<file path="src/design/serial_params.svh">
`ifndef SERIAL_PARAMS_SVH
`define SERIAL_PARAMS_SVH

// register byte offsets
`define CTRL_OFF        8'h00
`define CMD_OFF         8'h0c
`define STATUS_OFF      8'h10
`define DIV_OFF         8'h14
`define RXWORD_X_OFF    8'h18
`define RXWORD_OFF      8'h1c
`define TXWORD_OFF      8'h34
`define IRQ_FLAG_OFF    8'h40
`define IRQ_MASK_OFF    8'h44

// control fields
`define CTRL_I2S_BIT    0
`define CTRL_HALF_BIT   1
`define CTRL_AUTOHIZ_BIT 2

// command fields
`define CMD_RX_ON       0
`define CMD_RX_OFF      1
`define CMD_TX_ON       2
`define CMD_TX_OFF      3
`define CMD_CTL_ON      4
`define CMD_CTL_OFF     5
`define CMD_BLK_ON      6
`define CMD_BLK_OFF     7
`define CMD_HIZ_ON      8
`define CMD_HIZ_OFF     9
`define CMD_CLR_TX      10
`define CMD_CLR_RX      11

// divider field
`define DIV_LSB         6
`define DIV_MSB         20
`define DIV_RESET       15'h0000

// interrupt flag positions
`define IRQ_TXDONE      0
`define IRQ_RXVALID     1
`define IRQ_RX_BUFFER_FULL_FLAG      2
`define IRQ_RXDROP      3

// buffer depth and status reset
`define BUF_DEPTH       2'h2
`define STATUS_RESET    13'h0040

`endif

</file>
<file path="src/design/serial_pkg.sv">
`default_nettype none
package serial_pkg;

  typedef struct packed {
    logic        wr;
    logic        rd;
    logic [7:0]  addr;
    logic [31:0] wdata;
  } bus_req_t;

  // bit order matches the status word, bit 12 down to bit 0
  typedef struct packed {
    logic rx_full_right_flag;
    logic rx_next_is_right_flag;
    logic tx_wants_one_right_flag;
    logic tx_wants_two_right_flag;
    logic rx_buffer_full_flag;
    logic rx_word_valid_flag;
    logic tx_level_flag;
    logic tx_done_flag;
    logic tx_hiz_flag;
    logic rx_drop_flag;
    logic controller_role_flag;
    logic tx_enabled_flag;
    logic rx_enabled_flag;
  } status_t;

  typedef struct packed {
    logic i2s_mode;
    logic tx_half_threshold_select;
    logic auto_hiz_option;
  } ctrl_t;

endpackage
`default_nettype wire

</file>
<file path="src/design/rx_tracker.sv">
`timescale 1ns/10ps
`default_nettype none
`include "serial_params.svh"

module rx_tracker
(
  // clock and reset
  input  wire logic       clock,
  input  wire logic       rst,
  // events
  input  wire logic       frame_done,
  input  wire logic       frame_right,
  input  wire logic       blocked,
  input  wire logic       pop,
  input  wire logic       clear,
  // state
  output logic [1:0]      count,
  output logic            head_right,
  output logic            all_right,
  output logic            stored,
  output logic            dropped
);

  typedef struct packed {
    logic [1:0] cnt;
    logic [1:0] ch;
    logic       stored;
    logic       dropped;
  } st_t;

  st_t s_q;
  st_t s_d;

  always_comb
  begin
    logic [1:0] c;
    logic [1:0] h;
    c = s_q.cnt;
    h = s_q.ch;
    s_d = s_q;
    s_d.stored = 1'b0;
    s_d.dropped = 1'b0;
    if (pop && c != 2'h0)
    begin
      h = {1'b0, h[1]};
      c = c - 2'h1;
    end
    if (frame_done)
    begin
      // a blocked frame never reaches the buffer
      if (blocked)
        s_d.dropped = 1'b1;
      else if (c != `BUF_DEPTH)
      begin
        h[c[0]] = frame_right;
        c = c + 2'h1;
        s_d.stored = 1'b1;
      end
      else
        s_d.dropped = 1'b1;
    end
    if (clear)
    begin
      c = 2'h0;
      h = 2'h0;
    end
    s_d.cnt = c;
    s_d.ch = h;
  end

  always_ff @(posedge clock or posedge rst)
  begin
    if (rst)
      s_q <= '0;
    else
      s_q <= s_d;
  end

  assign count = s_q.cnt;
  assign head_right = s_q.ch[0] && s_q.cnt != 2'h0;
  assign all_right = s_q.cnt == `BUF_DEPTH && s_q.ch == 2'h3;
  assign stored = s_q.stored;
  assign dropped = s_q.dropped;

endmodule

`default_nettype wire

</file>
<file path="src/design/tx_tracker.sv">
`timescale 1ns/10ps
`default_nettype none
`include "serial_params.svh"

module tx_tracker
(
  // clock and reset
  input  wire logic       clock,
  input  wire logic       rst,
  // events
  input  wire logic       push,
  input  wire logic       load,
  input  wire logic       frame_done,
  input  wire logic       clear,
  input  wire logic       i2s_mode,
  // state
  output logic [1:0]      count,
  output logic            expect_right,
  output logic            done
);

  typedef struct packed {
    logic [1:0] cnt;
    logic       right;
    logic       done;
  } st_t;

  st_t s_q;
  st_t s_d;

  always_comb
  begin
    s_d = s_q;
    if (load && s_q.cnt != 2'h0)
      s_d.cnt = s_q.cnt - 2'h1;
    if (push && s_d.cnt != `BUF_DEPTH)
    begin
      s_d.cnt = s_d.cnt + 2'h1;
      s_d.right = i2s_mode && !s_q.right;
    end
    if (push)
      s_d.done = 1'b0;
    // set wins over the clear by a same-cycle write
    if (frame_done && s_q.cnt == 2'h0 && !load)
      s_d.done = 1'b1;
    if (clear)
    begin
      s_d.cnt = 2'h0;
      s_d.right = 1'b0;
    end
  end

  always_ff @(posedge clock or posedge rst)
  begin
    if (rst)
      s_q <= '0;
    else
      s_q <= s_d;
  end

  assign count = s_q.cnt;
  assign expect_right = s_q.right;
  assign done = s_q.done;

endmodule

`default_nettype wire

</file>
<file path="src/design/serial_status.sv">
// Chosen here: the plain strobed port.
`timescale 1ns/10ps
`default_nettype none
`include "serial_params.svh"

// How it works
// - i2s: bit 12 when rx buffer full and both entries right
// - i2s: bit 10 when tx expects right next
// - i2s: bit 9 when tx expects two rights
// - bit 8 while rx buffer full
// - bit 7 while rx buffer nonempty
// - bit 6 resets one, empty tx sets it
// - bit 5 on idle finish, cleared by write
// - bit 4 while tristated, zero under auto
// - bit 3 blocks, completed frames dropped
// - bit 2 follows controller on/off commands
// - receiver off mid-frame discards the frame
module serial_status
(
  // clock and reset
  input  wire logic        clock,
  input  wire logic        rst,
  // register port
  input  wire logic [7:0]  addr,
  input  wire logic [31:0] wdata,
  input  wire logic        wr,
  input  wire logic        rd,
  output logic [31:0]      rdata,
  // receive datapath
  input  wire logic        rx_frame_done,
  input  wire logic        rx_frame_right,
  input  wire logic        rx_busy,
  output logic             rx_abort,
  output logic             rx_store,
  // transmit datapath
  input  wire logic        tx_load,
  input  wire logic        tx_frame_done,
  input  wire logic        tx_active,
  output logic             tx_oe,
  output logic             tx_pending,
  // configuration out
  output logic             controller_role,
  output logic             tx_enabled,
  output logic             rx_enabled,
  output logic [14:0]      baud_div,
  // interrupt
  output logic             irq
);

  typedef struct packed {
    serial_pkg::ctrl_t   ctrl;
    serial_pkg::status_t stat;
    logic [14:0]         div;
    logic [3:0]          iflag;
    logic [3:0]          imask;
    logic                hiz;
    logic [31:0]         rdata;
    logic                rx_abort;
    logic                rx_store;
    logic                tx_oe;
    logic                tx_pending;
    logic                irq;
  } st_t;

  st_t s_q;
  st_t s_d;

  serial_pkg::bus_req_t req;

  logic [1:0] rx_count;
  logic       rx_head_right;
  logic       rx_all_right;
  logic       rx_stored;
  logic       rx_dropped;
  logic [1:0] tx_count;
  logic       tx_expect_right;
  logic       tx_done;
  logic       clr_rx;
  logic       clr_tx;
  logic       rx_pop;
  logic       tx_push;

  function automatic logic cmd_bit(input serial_pkg::bus_req_t r, input int unsigned b);
    cmd_bit = r.wr && r.addr == `CMD_OFF && r.wdata[b];
  endfunction

  function automatic logic hit_rd(input serial_pkg::bus_req_t r, input logic [7:0] a);
    hit_rd = r.rd && r.addr == a;
  endfunction

  assign req = '{wr: wr, rd: rd, addr: addr, wdata: wdata};
  assign clr_rx = cmd_bit(req, `CMD_CLR_RX);
  assign clr_tx = cmd_bit(req, `CMD_CLR_TX);
  // reading either receive word register takes one word out
  assign rx_pop = hit_rd(req, `RXWORD_OFF) || hit_rd(req, `RXWORD_X_OFF);
  assign tx_push = wr && addr == `TXWORD_OFF;

  rx_tracker u_rx
  (
    .clock       (clock),
    .rst         (rst),
    .frame_done  (rx_frame_done && s_q.stat.rx_enabled_flag),
    .frame_right (rx_frame_right),
    .blocked     (s_q.stat.rx_drop_flag),
    .pop         (rx_pop),
    .clear       (clr_rx),
    .count       (rx_count),
    .head_right  (rx_head_right),
    .all_right   (rx_all_right),
    .stored      (rx_stored),
    .dropped     (rx_dropped)
  );

  tx_tracker u_tx
  (
    .clock        (clock),
    .rst          (rst),
    .push         (tx_push),
    .load         (tx_load),
    .frame_done   (tx_frame_done),
    .clear        (clr_tx),
    .i2s_mode     (s_q.ctrl.i2s_mode),
    .count        (tx_count),
    .expect_right (tx_expect_right),
    .done         (tx_done)
  );

  always_comb
  begin
    logic [3:0]  ev;
    logic [31:0] rv;
    logic        i2s;
    ev = 4'h0;
    rv = 32'h0000_0000;
    i2s = s_q.ctrl.i2s_mode;
    s_d = s_q;
    s_d.rx_abort = 1'b0;

    // control register, own layout
    if (wr && addr == `CTRL_OFF)
    begin
      s_d.ctrl.i2s_mode = wdata[`CTRL_I2S_BIT];
      s_d.ctrl.tx_half_threshold_select = wdata[`CTRL_HALF_BIT];
      s_d.ctrl.auto_hiz_option = wdata[`CTRL_AUTOHIZ_BIT];
    end

    // commands; an off after an on in the same word wins
    if (cmd_bit(req, `CMD_RX_ON))
      s_d.stat.rx_enabled_flag = 1'b1;
    if (cmd_bit(req, `CMD_RX_OFF))
    begin
      s_d.stat.rx_enabled_flag = 1'b0;
      s_d.rx_abort = rx_busy;
    end
    if (cmd_bit(req, `CMD_TX_ON))
      s_d.stat.tx_enabled_flag = 1'b1;
    if (cmd_bit(req, `CMD_TX_OFF))
      s_d.stat.tx_enabled_flag = 1'b0;
    // ordering against the transmitter enable is left to software
    if (cmd_bit(req, `CMD_CTL_ON))
      s_d.stat.controller_role_flag = 1'b1;
    if (cmd_bit(req, `CMD_CTL_OFF))
      s_d.stat.controller_role_flag = 1'b0;
    if (cmd_bit(req, `CMD_BLK_ON))
      s_d.stat.rx_drop_flag = 1'b1;
    if (cmd_bit(req, `CMD_BLK_OFF))
      s_d.stat.rx_drop_flag = 1'b0;
    if (cmd_bit(req, `CMD_HIZ_ON))
      s_d.hiz = 1'b1;
    if (cmd_bit(req, `CMD_HIZ_OFF))
      s_d.hiz = 1'b0;

    // divider
    if (wr && addr == `DIV_OFF)
      s_d.div = wdata[`DIV_MSB:`DIV_LSB];

    // status flags, taken from current registered tracker state one cycle late
    s_d.stat.rx_full_right_flag = i2s && rx_all_right;
    s_d.stat.rx_next_is_right_flag = i2s && rx_head_right;
    s_d.stat.tx_wants_one_right_flag = i2s && tx_expect_right;
    // two rights only fit while both slots are free
    s_d.stat.tx_wants_two_right_flag = i2s && tx_expect_right
                                       && tx_count == 2'h0;
    s_d.stat.rx_buffer_full_flag = rx_count == `BUF_DEPTH;
    s_d.stat.rx_word_valid_flag = rx_count != 2'h0;
    s_d.stat.tx_level_flag = s_q.ctrl.tx_half_threshold_select
                             ? tx_count != `BUF_DEPTH
                             : tx_count == 2'h0;
    s_d.stat.tx_done_flag = tx_done;
    s_d.stat.tx_hiz_flag = s_q.hiz && !s_q.ctrl.auto_hiz_option;

    // pin drive: auto mode tristates whenever nothing is being sent
    s_d.tx_oe = s_q.ctrl.auto_hiz_option ? tx_active : !s_q.hiz;
    s_d.tx_pending = tx_count != 2'h0;
    s_d.rx_store = rx_stored;

    // interrupts: set wins over write-one-to-clear
    ev[`IRQ_TXDONE] = tx_done && !s_q.stat.tx_done_flag;
    ev[`IRQ_RXVALID] = rx_stored;
    ev[`IRQ_RX_BUFFER_FULL_FLAG] = rx_count == `BUF_DEPTH && !s_q.stat.rx_buffer_full_flag;
    ev[`IRQ_RXDROP] = rx_dropped;
    if (wr && addr == `IRQ_FLAG_OFF)
      s_d.iflag = s_q.iflag & ~wdata[3:0];
    s_d.iflag = s_d.iflag | ev;
    if (wr && addr == `IRQ_MASK_OFF)
      s_d.imask = wdata[3:0];
    s_d.irq = |(s_d.iflag & s_d.imask);

    // read data stands only in the cycle after the strobe
    if (rd)
    begin
      unique case (addr)
        `CTRL_OFF:     rv = {29'h0, s_q.ctrl.auto_hiz_option,
                             s_q.ctrl.tx_half_threshold_select, s_q.ctrl.i2s_mode};
        `STATUS_OFF:   rv = {19'h0, s_q.stat};
        `DIV_OFF:      rv = {11'h0, s_q.div, 6'h00};
        `IRQ_FLAG_OFF: rv = {28'h0, s_q.iflag};
        `IRQ_MASK_OFF: rv = {28'h0, s_q.imask};
        default:       rv = 32'h0000_0000;
      endcase
    end
    s_d.rdata = rv;
  end

  always_ff @(posedge clock or posedge rst)
  begin
    if (rst)
    begin
      s_q <= '0;
      s_q.stat <= serial_pkg::status_t'(`STATUS_RESET);
      s_q.div <= `DIV_RESET;
      s_q.tx_oe <= 1'b1;
    end
    else
      s_q <= s_d;
  end

  assign rdata = s_q.rdata;
  assign rx_abort = s_q.rx_abort;
  assign rx_store = s_q.rx_store;
  assign tx_oe = s_q.tx_oe;
  assign tx_pending = s_q.tx_pending;
  assign controller_role = s_q.stat.controller_role_flag;
  assign tx_enabled = s_q.stat.tx_enabled_flag;
  assign rx_enabled = s_q.stat.rx_enabled_flag;
  assign baud_div = s_q.div;
  assign irq = s_q.irq;

endmodule

`default_nettype wire

</file>
<file path="config.mk">
export PLATFORM = sky130hd
export DESIGN_NAME = serial_status
export DESIGN_NICKNAME = d
export VERILOG_FILES = /design/src/design/serial_pkg.sv /design/src/design/rx_tracker.sv /design/src/design/tx_tracker.sv /design/src/design/serial_status.sv
export VERILOG_INCLUDE_DIRS = /design/src /design/src/design
export SDC_FILE = /design/constraint.sdc
export NUM_CORES = 1
export LEC_CHECK = 0
export ABC_AREA = 1
export BUFFER_PORTS_ARGS = -buffer_cell sky130_fd_sc_hd__buf_2
export CORE_MARGIN = 5
export CORE_UTILIZATION = 52
export CTS_CLUSTER_SIZE = 28
export DETAILED_ROUTE_END_ITERATION = 7
export GPL_ROUTABILITY_DRIVEN = 0
export HOLD_SLACK_MARGIN = 0.12
export PLACE_DENSITY = 0.8
export SETUP_SLACK_MARGIN = 0.2
export SKIP_LAST_GASP = 1
export SLEW_MARGIN = 20
export SYNTH_ARGS = -nofsm -noshare
export SYNTH_HDL_FRONTEND = slang
export SYNTH_SLANG_ARGS = --single-unit
</file>
<file path="constraint.sdc">
create_clock -name clock -period 3.6 [get_ports clock]
set_input_delay 0.9 -clock clock [delete_from_list [all_inputs] [get_ports clock]]
set_output_delay 0.9 -clock clock [all_outputs]
set_load 0.02 [all_outputs]
</file>
==> results of run 1 <==
[logic make-up after synthesis]
group                    synth area share
XOR/XNOR                          0.00478
other                             0.00102
multiplexers                      0.00307
AO/OA/AOI/OAI                      0.0573
AND/OR/NAND/NOR                     0.236
buffers and inverters               0.165
flip-flops                          0.519
adder cells (fa/ha/maj)            0.0136
[cell usage after synthesis, drive strengths merged]
cell type / n
nand2: 112
dfrtp: 74
buf: 54
inv: 51
nor2: 51
nand3: 37
o21ai: 15
a21oi: 11
a22oi: 5
o22ai: 5
ha: 4
clkbuf: 2
dfstp: 2
nand4: 2
nor3: 2
nor3b: 2
conb: 1
mux2: 1
o31ai: 1
xnor2: 1
xor2: 1
[area by class of cell]
class	count	area [um2]
repair buffers	84	438
multi-input cells	261	1200
flip-flops and latches	76	1900
well taps	96	120
clock inverters	7	58.8
inverters	51	191
fillers	625	2800
clock buffers	9	124
[worst min-delay path by stage]
stage / slack, ns / to / cells past startpoint / start
2_1_floorplan: 0.35 / rx_store / 0 / u_rx.stored
3_3_place_gp: 0.38 / rx_store / 0 / u_rx.stored
3_5_place_dp: 0.38 / rx_store / 0 / u_rx.stored
4_1_cts: 0.40 / rx_store / 0 / u_rx.stored
5_1_grt: 0.41 / rx_store / 0 / u_rx.stored
6_report: 0.39 / rx_store / 0 / u_rx.stored
[power groups by stage]
stage	sequential (uW)	combinational, uW	clock [uW]
3_3_place_gp	992	326	0
5_1_grt	987	396	656
4_1_cts	979	343	614
3_5_place_dp	996	342	0
6_report	980	343	612
2_1_floorplan	996	252	0
[layer usage]
metal	vias up	GRT usage	wire length, um
li1	1394	-	-
met1	1362	0.242	3320
met2	109	0.302	3880
met3	15	0.0425	576
met4	0	0.0710	138
met5	-	0	0
[critical path, delay by kind of cell]
kind / cells / cell delay, ns
AOI/OAI and AO/OA: 1 / 0.29
and+or+nand+nor: 4 / 0.94
buffers and inverters: 3 / 0.24
[registers in the layout (all words and copies together) (netlist names), 2 cells and up]
signal	cells
baud_div	15
u_rx.count	2
u_tx.count	2
s_q	22
u_rx.s_q	2
rdata	21
[through the flow]
step	total power [uW]	utilization
2_1_floorplan	1250	-
3_3_place_gp	1320	0.564
3_5_place_dp	1340	0.564
4_1_cts	1940	0.590
5_1_grt	2040	0.590
6_report	1930	0.590
==> results_dict.tcl, run 1 <==
set metrics [dict create \
    1st_iter_drt_viols 212 \
    areaGrowthSynthToFinish_pct 9.96 \
    route.final.wire_length_mm 7.91 \
    port_buffers 82 \
    post-cts-setup-buffers 0 \
    global_route_wire_length_before_repair_mm 12.8 \
    p_seq_frac 0.506 \
    num-nets-final 537 \
    post-synth-top-area-fraction 0.505 \
    cp_data_arrival_time_ns 2.37 \
    layout.cells.most_common "sky130_fd_sc_hd__nand2_1" \
    drive_above_1_share 0.246 \
    worstSkewPairLatency_ns 0.35 \
    setup.worst_path.end_class "register" \
    floorplan.rows 30 \
    finalInstanceArea_um2 4030 \
    detailedPlace.worstSlack_ns 1.12 \
    power.share.combinational 0.177 \
    layout_setup_ws_ns 1.49 \
    worst_setup_path_startpoint "addr[7]" \
    avgViaCountPerCell 4.93 \
    worst_ep_required_time_ns 3.86 \
    synthDominantAreaCellType "sky130_fd_sc_hd__dfrtp_1" \
    setup_viol 0 \
    vdd_ir_drop_max_v 0.000262 \
    post-route-drc-count 0 \
    power.density_cell_area_nw_per_um2 480 \
    setup_total_negative_slack_ns 0 \
    reg2reg_from "u_tx.count[0]" \
    die-area_um2 8840 \
    grt_pass1_vias 2760 \
    clk_transition_reported_paths_ns 0.08 \
    drtPass1Iterations 5 \
    total_via_count_after_detailed_routing 2880 \
    floorplan.initialDensity 0.537 \
    maxCapViolCount 0 \
    worstReg2RegEnd "u_tx.count[0]" \
    fin_hold_ws_ns 0.394 \
    cts_hold_buffers 0 \
    rr_worst_depth 10 \
    global_route_usage_over_all_layers 0.186 \
    cts-htree-levels 3 \
    clock.fmax_mhz 474 \
    hold_wc_path_type "reg -> reg" \
    average_wire_per_cell_in_the_routed_design_um 13.6 \
    postSynthCellCount 434 \
    io-pin-count 105 \
    syn-mean-instance-area_um2 8.45 \
    antenna_violating_nets_post_route 0 \
    clock_tree.buffer_depth 2 \
    power.switching_fraction 0.322 \
    max_slew_margin 0.586 \
    clock_tree_from_tritoncts "done" \
    cpPeakStageDelay_ns 0.35 \
    power.clock.fraction 0.316 \
    antenna_found_initial 0 \
    final_min_period_over_clock_period 0.587 \
    run_status "complete, no violations" \
    cts.sinks 76 \
    criticalPathCategory "in -> reg" \
    grt.overflow.total 0 \
    finalNonFillerCells 584 \
    core_area_um2 6830 \
    cp-start-kind "input pin" \
    placed_cell_area_um2 3850 \
    synth-seq-cells 76 \
    tightest_slew_ns 0.620 \
    syn_area_um2 3670 \
    p_int_uw 1310 \
    finalHoldViolCount 0 \
    die_h_um 94.0 \
    drv_slew 0 \
    critical-path-slowest-cell "sky130_fd_sc_hd__nand2_1" \
    p_sw_uw 623 \
    layout_common_cells "sky130_fd_sc_hd__nand2_1, sky130_fd_sc_hd__buf_2, sky130_fd_sc_hd__dfrtp_1" \
    placedCellCount 568 \
    synth_top_cells_by_area "sky130_fd_sc_hd__dfrtp_1, sky130_fd_sc_hd__nand2_1, sky130_fd_sc_hd__buf_4" \
    rsz0062_at_grt "no" \
    path_max_fanout 16 \
    synthDistinctLibCells 28 \
    grt_max_degree 53 \
    die_w_um 94.0 \
    fin_crit_ns 2.11 \
    place.detailed.hpwl_mm 5.79 \
    ff2ff_setup_slack_ns 1.74 \
    critical_path.cell_chain "buf_2 > nor2_2 > inv_2 > nor2_4 > nand2_1 > inv_2 > nand2_1 > o21ai_0" \
    setup_clock_skew_after_layout_ns 0.00628 \
    synth_sequential_area_ratio 0.519 \
    synth_warnings 0 \
    clock-root-buffer "sky130_fd_sc_hd__clkbuf_8" \
    cts_buffers 9 \
    antennaDiodeCount 0 \
    total_leakage_power_uw 0.00225 \
    crit_path_end "baud_div[4]" \
    post_cts_resized 0 \
]
Power figures use the tool's default switching activity.
==> run 2, diff against run 1 <==
- clock period: 3.6 -> 2.1 ns (I/O delays scaled with it)
==> run 2 against run 1 <==
Power is 76% higher. Sequential power is 71% higher. Final area increased by 1.9%. Flip-flop and latch count is the same. Critical path depth is 1 higher. Cell count is 1.0% higher. Global-route usage rose by 0.44 points. Clock-buffer cell count is the same.
==> results_dict.tcl, run 2 (same netlist as run 1, synthesis figures left out) <==
set metrics [dict create \
    run_status "complete, no violations" \
    top_register "s_q" \
    busiest_layer "met2" \
    cp-start-kind "register" \
    floorplan.initialDensity 0.537 \
    grt.overflow.total 0 \
    reg2reg_from "u_tx.count[0]" \
    port_buffers 82 \
    clk_transition_reported_paths_ns 0.09 \
    drive_above_1_share 0.265 \
    worst_setup_path_startpoint "u_tx.count[0]" \
    die_w_um 94.0 \
    grtUsageMet1 0.237 \
    fill_cells 603 \
    total_via_count_after_detailed_routing 2919 \
    io-pin-count 105 \
    1st_iter_drt_viols 232 \
    floorplan.rows 30 \
    global_route_usage_over_all_layers 0.190 \
    fin_hold_ws_ns 0.211 \
    setup.worst_path.end_class "register" \
    cts_buffers 9 \
    clock_tree.buffer_depth 2 \
    antennaDiodeCount 0 \
    num-nets-final 543 \
    worst_ep_required_time_ns 2.36 \
    multiInputGateArea_um2 1220 \
    global_route_wire_length_before_repair_mm 13.0 \
    core_area_um2 6830 \
    ff2ff_setup_slack_ns 0.31 \
    crit_path_end "u_tx.expect_right" \
    grt_max_degree 26 \
    post-route-drc-count 0 \
    layout.cells.most_common "sky130_fd_sc_hd__nand2_1" \
    total_leakage_power_uw 0.00228 \
    final_min_period_over_clock_period 0.852 \
    antenna_found_initial 0 \
    worstSkewPairLatency_ns 0.36 \
    avgViaCountPerCell 4.95 \
    hold_wc_path_type "in -> async" \
    die-area_um2 8840 \
    setup_clock_skew_after_layout_ns 0.0124 \
    areaGrowthSynthToFinish_pct 12.0 \
    clock-root-buffer "sky130_fd_sc_hd__clkbuf_8" \
    drv_slew 0 \
    cts-htree-levels 3 \
    drtPass1Iterations 5 \
    grt_use_met3 0.0353 \
    antenna_violating_nets_post_route 0 \
    vdd_ir_drop_max_v 0.000484 \
    route.final.wire_length_mm 8.27 \
    final_util 0.602 \
    clock.fmax_mhz 559 \
    grt_pass1_vias 2844 \
    rsz0062_at_grt "no" \
    clock_tree_from_tritoncts "done" \
    rr_worst_depth 9 \
    cts.sinks 76 \
    power.density_cell_area_nw_per_um2 830 \
    tightest_slew_ns 0.627 \
    fin_crit_ns 1.79 \
    finalHoldViolCount 0 \
    global_route.usage.met2 0.321 \
    maxCapViolCount 0 \
    setup_viol 0 \
    layout_common_cells "sky130_fd_sc_hd__nand2_1, sky130_fd_sc_hd__buf_2, sky130_fd_sc_hd__dfrtp_1" \
    average_wire_per_cell_in_the_routed_design_um 14.0 \
    cp_data_arrival_time_ns 2.04 \
    max_slew_margin 0.582 \
    die_h_um 94.0 \
    criticalPathCategory "reg -> reg" \
    worstReg2RegEnd "u_tx.expect_right" \
    place.detailed.hpwl_mm 6.19 \
    regArea_um2 1900 \
    path_max_fanout 4 \
    largest_reg_flops 22 \
]
==> run 2: cell types whose count changed in the layout (fill, tap and decap cells not counted), sizes merged <==
| cell | delta |
|---|---|
| clkinv | -1 |
| clkinvlp | +1 |
| buf | +6 |
==> run 2: report_power, final <==
part / internal [uW] / leakage (uW) / switching [uW]
Clock: 460 / 0.0000947 / 611
Combinational: 231 / 0.00124 / 424
Sequential: 1600 / 0.000949 / 80.6
==> run 2: metrics by stage <==
| step | cell area (um2) | power, uW | setup TNS [ns] | worst slack (ns) | instances |
|---|---|---|---|---|---|
| 2_1_floorplan | 3710 | 2140 | 0 | 0.519 | 444 |
| 3_3_place_gp | 3890 | 2260 | 0 | 0.00756 | 573 |
| 3_5_place_dp | 3890 | 2310 | -0.0228 | -0.0228 | 573 |
| 4_1_cts | 4080 | 3370 | 0 | 0.260 | 589 |
| 5_1_grt | 4110 | 3570 | 0 | 0.203 | 590 |
| 6_report | 4110 | 3410 | 0 | 0.311 | 590 |
==> run 2: critical path, stage by stage, from the launching register on <==
cell,delay [ns]
sky130_fd_sc_hd__dfrtp_1,0.42
sky130_fd_sc_hd__inv_1,0.07
sky130_fd_sc_hd__ha_1,0.23
sky130_fd_sc_hd__inv_2,0.09
sky130_fd_sc_hd__nand2_2,0.08
sky130_fd_sc_hd__xor2_2,0.16
sky130_fd_sc_hd__ha_1,0.20
sky130_fd_sc_hd__inv_1,0.08
sky130_fd_sc_hd__nand2_1,0.11
sky130_fd_sc_hd__o31ai_1,0.24
==> run 2: cell type report <==
class / instances / share of cell area
Inverter: 51 / 0.0475
Timing Repair Buffer: 90 / 0.118
Multi-Input combinational cell: 261 / 0.296
Tap cell: 96 / 0.0292
Sequential cell: 76 / 0.463
Clock inverter: 7 / 0.0158
Clock buffer: 9 / 0.0301
==> run 2: metal layers <==
layer  wire length [um]  share of wire  vias to the layer above
met1               3390           0.41                     1368
li1                   -              -                     1406
met5                  0              0                        -
met3                584          0.071                       14
met4                156          0.019                        0
met2               4150           0.50                      131
==> run 2: worst min path at each step <==
stage	cells past startpoint	startpoint	endpoint	slack, ns
global route	2	rst	s_q[66]	0.25
floorplan	0	u_rx.stored	rx_store	0.35
detailed placement	0	u_rx.stored	rx_store	0.36
CTS	2	rst	s_q[66]	0.22
finish	2	rst	s_q[66]	0.21
global placement	0	u_rx.stored	rx_store	0.37
==> run 2: timing repair <==
item                                    in CTS  in global routing
hold buffers                                 0                  0
gates resized for setup                      0                  7
endpoints found under the setup margin       0                  8
setup buffers                                0                  1
==> run 3, diff against run 2 <==
- SYNTH_HIERARCHICAL: unset -> 1
==> run 3 against run 2 <==
Clock skew is essentially flat. Routed wire length shrank 3.9%. Die area grew 2.4%. Final area grew 3.5%. Highest routed layer unchanged. Largest power group unchanged. Flip-flop and latch count is the same. Global-route usage shrank 0.67 points. Power grew 5.4%. Largest cell class unchanged. Critical path depth grew 3. First-iteration DRC count shrank 35%. Maximum frequency grew 2.4%. Clock-buffer cell count grew 4.
==> results_dict.tcl, run 3 <==
set metrics [dict create \
    place.detailed.hpwl_mm 5.98 \
    grt_pass1_vias 2675 \
    syn-mean-instance-area_um2 8.80 \
    placed_cell_area_um2 4020 \
    post-synth-top-area-fraction 0.492 \
    ff2ff_setup_slack_ns 0.35 \
    total_leakage_power_uw 0.00238 \
    global_route_usage_over_all_layers 0.184 \
    final_min_period_over_clock_period 0.832 \
    synth_ff_type "sky130_fd_sc_hd__dfrtp_1" \
    syn_area_um2 3770 \
    die_w_um 95.1 \
    cp_data_arrival_time_ns 1.97 \
    multiInputGateArea_um2 1270 \
    antennaDiodeCount 0 \
    num-nets-final 541 \
    cpPeakStageDelay_ns 0.40 \
    clk_transition_reported_paths_ns 0.08 \
    finalHoldViolCount 0 \
    synthDominantAreaCellType "sky130_fd_sc_hd__dfrtp_1" \
    number_of_buffer_and_inverter_instances_along_the_worst_setup_path 4 \
    grt_max_degree 67 \
    vdd_ir_drop_max_v 0.000363 \
    core_area_um2 7140 \
    synth_warnings 6 \
    drive_above_1_share 0.287 \
    critical-path-slowest-cell "sky130_fd_sc_hd__dfrtp_1" \
    holdPathEnd "controller_role" \
    reg2reg_from "u_tx/count[0]" \
    hold_wc_path_type "in -> reg" \
    setup_viol 0 \
    cts.sinks 76 \
    fin_crit_ns 1.75 \
    antenna_violating_nets_post_route 0 \
    1st_iter_drt_viols 150 \
    regArea_um2 1900 \
    layout.cells.most_common "sky130_fd_sc_hd__nand2_1" \
    floorplan.initialDensity 0.528 \
    synth_edf_count 0 \
    muxShareOfSynthArea 0.0359 \
    port_buffers 82 \
    worst_ep_required_time_ns 2.32 \
    clock_tree.buffer_depth 2 \
    setup_clock_skew_after_layout_ns 0.0126 \
    finalNonFillerCells 591 \
    clock_tree_from_tritoncts "done" \
    worstSkewPairLatency_ns 0.34 \
    setup_total_negative_slack_ns 0 \
    yosys-top-cells-count "sky130_fd_sc_hd__nand2_1, sky130_fd_sc_hd__dfrtp_1, sky130_fd_sc_hd__inv_1" \
    layout_common_cells "sky130_fd_sc_hd__nand2_1, sky130_fd_sc_hd__buf_2, sky130_fd_sc_hd__dfrtp_1" \
    synth_top_cells_by_area "sky130_fd_sc_hd__dfrtp_1, sky130_fd_sc_hd__buf_4, sky130_fd_sc_hd__nand2_1" \
    drv_slew 0 \
    layout_setup_ws_ns 0.353 \
    cts_buffers 9 \
    synth_async_sr_flop_share 1.00 \
    synth_compound_area_frac 0.0641 \
    die-area_um2 9050 \
    yosys.cell_count.top_type "sky130_fd_sc_hd__nand2_1" \
    total_via_count_after_detailed_routing 2776 \
    route.final.wire_length_mm 7.95 \
    finalInstanceArea_um2 4250 \
    run_status "complete, no violations" \
    antenna_found_initial 0 \
    worstReg2RegEnd "u_tx/expect_right" \
    die_h_um 95.1 \
    avgViaCountPerCell 4.70 \
    postSynthCellCount 428 \
    largest_reg_flops 22 \
    path_max_fanout 5 \
    cts-htree-levels 3 \
    global_route_wire_length_before_repair_mm 12.6 \
    detailedPlace.worstSlack_ns 0.0386 \
    maxCapViolCount 0 \
    criticalPathCategory "reg -> reg" \
    synthDistinctLibCells 35 \
    average_wire_per_cell_in_the_routed_design_um 13.5 \
    synth_adder_area_share 0.0133 \
    grt.overflow.total 0 \
    fill_cells 640 \
    drtPass1Iterations 4 \
    power.density_cell_area_nw_per_um2 845 \
    top_register "s_q" \
    critPathTopFamily "simple AND/OR/NAND/NOR gates" \
    hold-path-cell-count 2 \
    clock.fmax_mhz 572 \
    cp-start-kind "register" \
    synthSimpleGateAreaFrac 0.213 \
    synthXorXnorAreaFrac 0 \
    io-pin-count 105 \
    rr_worst_depth 12 \
    post-route-drc-count 0 \
    floorplan.rows 31 \
    synth-seq-cells 76 \
    max_slew_margin 0.660 \
    synth_sequential_area_ratio 0.505 \
    clock-root-buffer "sky130_fd_sc_hd__clkbuf_8" \
    holdCritStartpoint "wdata[5]" \
    crit_path_frequent_cell "sky130_fd_sc_hd__inv_1" \
    rsz0062_at_grt "no" \
    placedCellCount 573 \
    synth_top_family_by_area "simple AND/OR/NAND/NOR gates" \
    critical_path.cell_chain "inv_1 > ha_1 > inv_2 > nand2_2 > nand2_1 > nand2_1 > inv_1 > ha_1 > nor2_4 > inv_1 > a21oi_1 > nor2_1" \
    setup.worst_path.end_class "register" \
    areaGrowthSynthToFinish_pct 12.9 \
    tightest_slew_ns 0.505 \
]
[run 3: cell types whose count changed after synthesis, sizes merged, moves of 4 or more]
cell | previous run | this run
a21oi | 11 | 24
a22oi | 5 | 1
inv | 51 | 60
mux2 | 1 | 10
nand2 | 112 | 97
nand3 | 37 | 18
nor2 | 51 | 55
o22ai | 5 | 0
[run 3: repair_timing]
action                                 in CTS  in global routing
buffers inserted                            0                  1
hold buffers                                1                  0
endpoints found under the hold margin       4                  0
resized for setup                           0                  0
setup endpoints to repair                   0                  1
[run 3: how the worst max path moves through the flow]
stage / start / endpoint / slack [ns] / depth (start not counted)
global route: u_tx/count[0] / u_tx/expect_right / 0.19 / 12
floorplan: addr[7] / u_rx/count[1] / 0.22 / 12
global placement: addr[7] / u_rx/count[1] / 0.08 / 13
detailed placement: addr[7] / u_rx/count[1] / 0.04 / 13
CTS: u_tx/count[0] / u_tx/expect_right / 0.33 / 11
finish: u_tx/count[0] / u_tx/expect_right / 0.35 / 12
[run 3: layout make-up]
| cell class | count | share of cell area |
|---|---|---|
| clock inverters | 3 | 0.0162 |
| well taps | 99 | 0.0291 |
| multi-input cells | 247 | 0.300 |
| flip-flops and latches | 76 | 0.448 |
| clock buffers | 13 | 0.0350 |
| repair buffers | 91 | 0.116 |
| inverters | 62 | 0.0562 |
[run 3: cell families after synthesis]
logic type / after synthesis
other: 1
AOI/OAI and AO/OA: 43
adders and majority gates: 4
muxes: 10
DFF: 76
buffers and inverters: 115
and+or+nand+nor: 179
[run 3: stage by stage]
stage | utilization | total power [uW] | hold slack [ns]
CTS | 0.595 | 3600 | 0.335
finish | 0.596 | 3590 | 0.351
floorplan | - | 2230 | 0.291
global route | 0.596 | 3790 | 0.339
global placement | 0.563 | 2340 | 0.372
detailed placement | 0.563 | 2380 | 0.382
[run 3: worst reg2reg max path: stages, from the launching register on]
cell and delay [ns]:
sky130_fd_sc_hd__dfrtp_1 0.40, sky130_fd_sc_hd__inv_1 0.10, sky130_fd_sc_hd__ha_1 0.18, sky130_fd_sc_hd__inv_2 0.06, sky130_fd_sc_hd__nand2_2 0.07, sky130_fd_sc_hd__nand2_1 0.06
sky130_fd_sc_hd__nand2_1 0.09, sky130_fd_sc_hd__inv_1 0.06, sky130_fd_sc_hd__ha_1 0.21, sky130_fd_sc_hd__nor2_4 0.15, sky130_fd_sc_hd__inv_1 0.08, sky130_fd_sc_hd__a21oi_1 0.12
sky130_fd_sc_hd__nor2_1 0.05
[run 3: where the power goes]
group / switching [uW] / total, uW / internal (uW)
Combinational: 445 / 691 / 246
Clock: 512 / 1220 / 709
Sequential: 79.4 / 1680 / 1600
Total: 1040 / 3590 / 2560
[run 3: routing by layer]
layer / part of all wire / global-route usage / vias to the layer above / wire [um]
met5: 0 / 0 / - / 0
met4: 0.025 / 0.0950 / 0 / 199
met3: 0.071 / 0.0324 / 18 / 565
met2: 0.47 / 0.295 / 93 / 3730
met1: 0.44 / 0.238 / 1283 / 3460
li1: - / - / 1382 / -
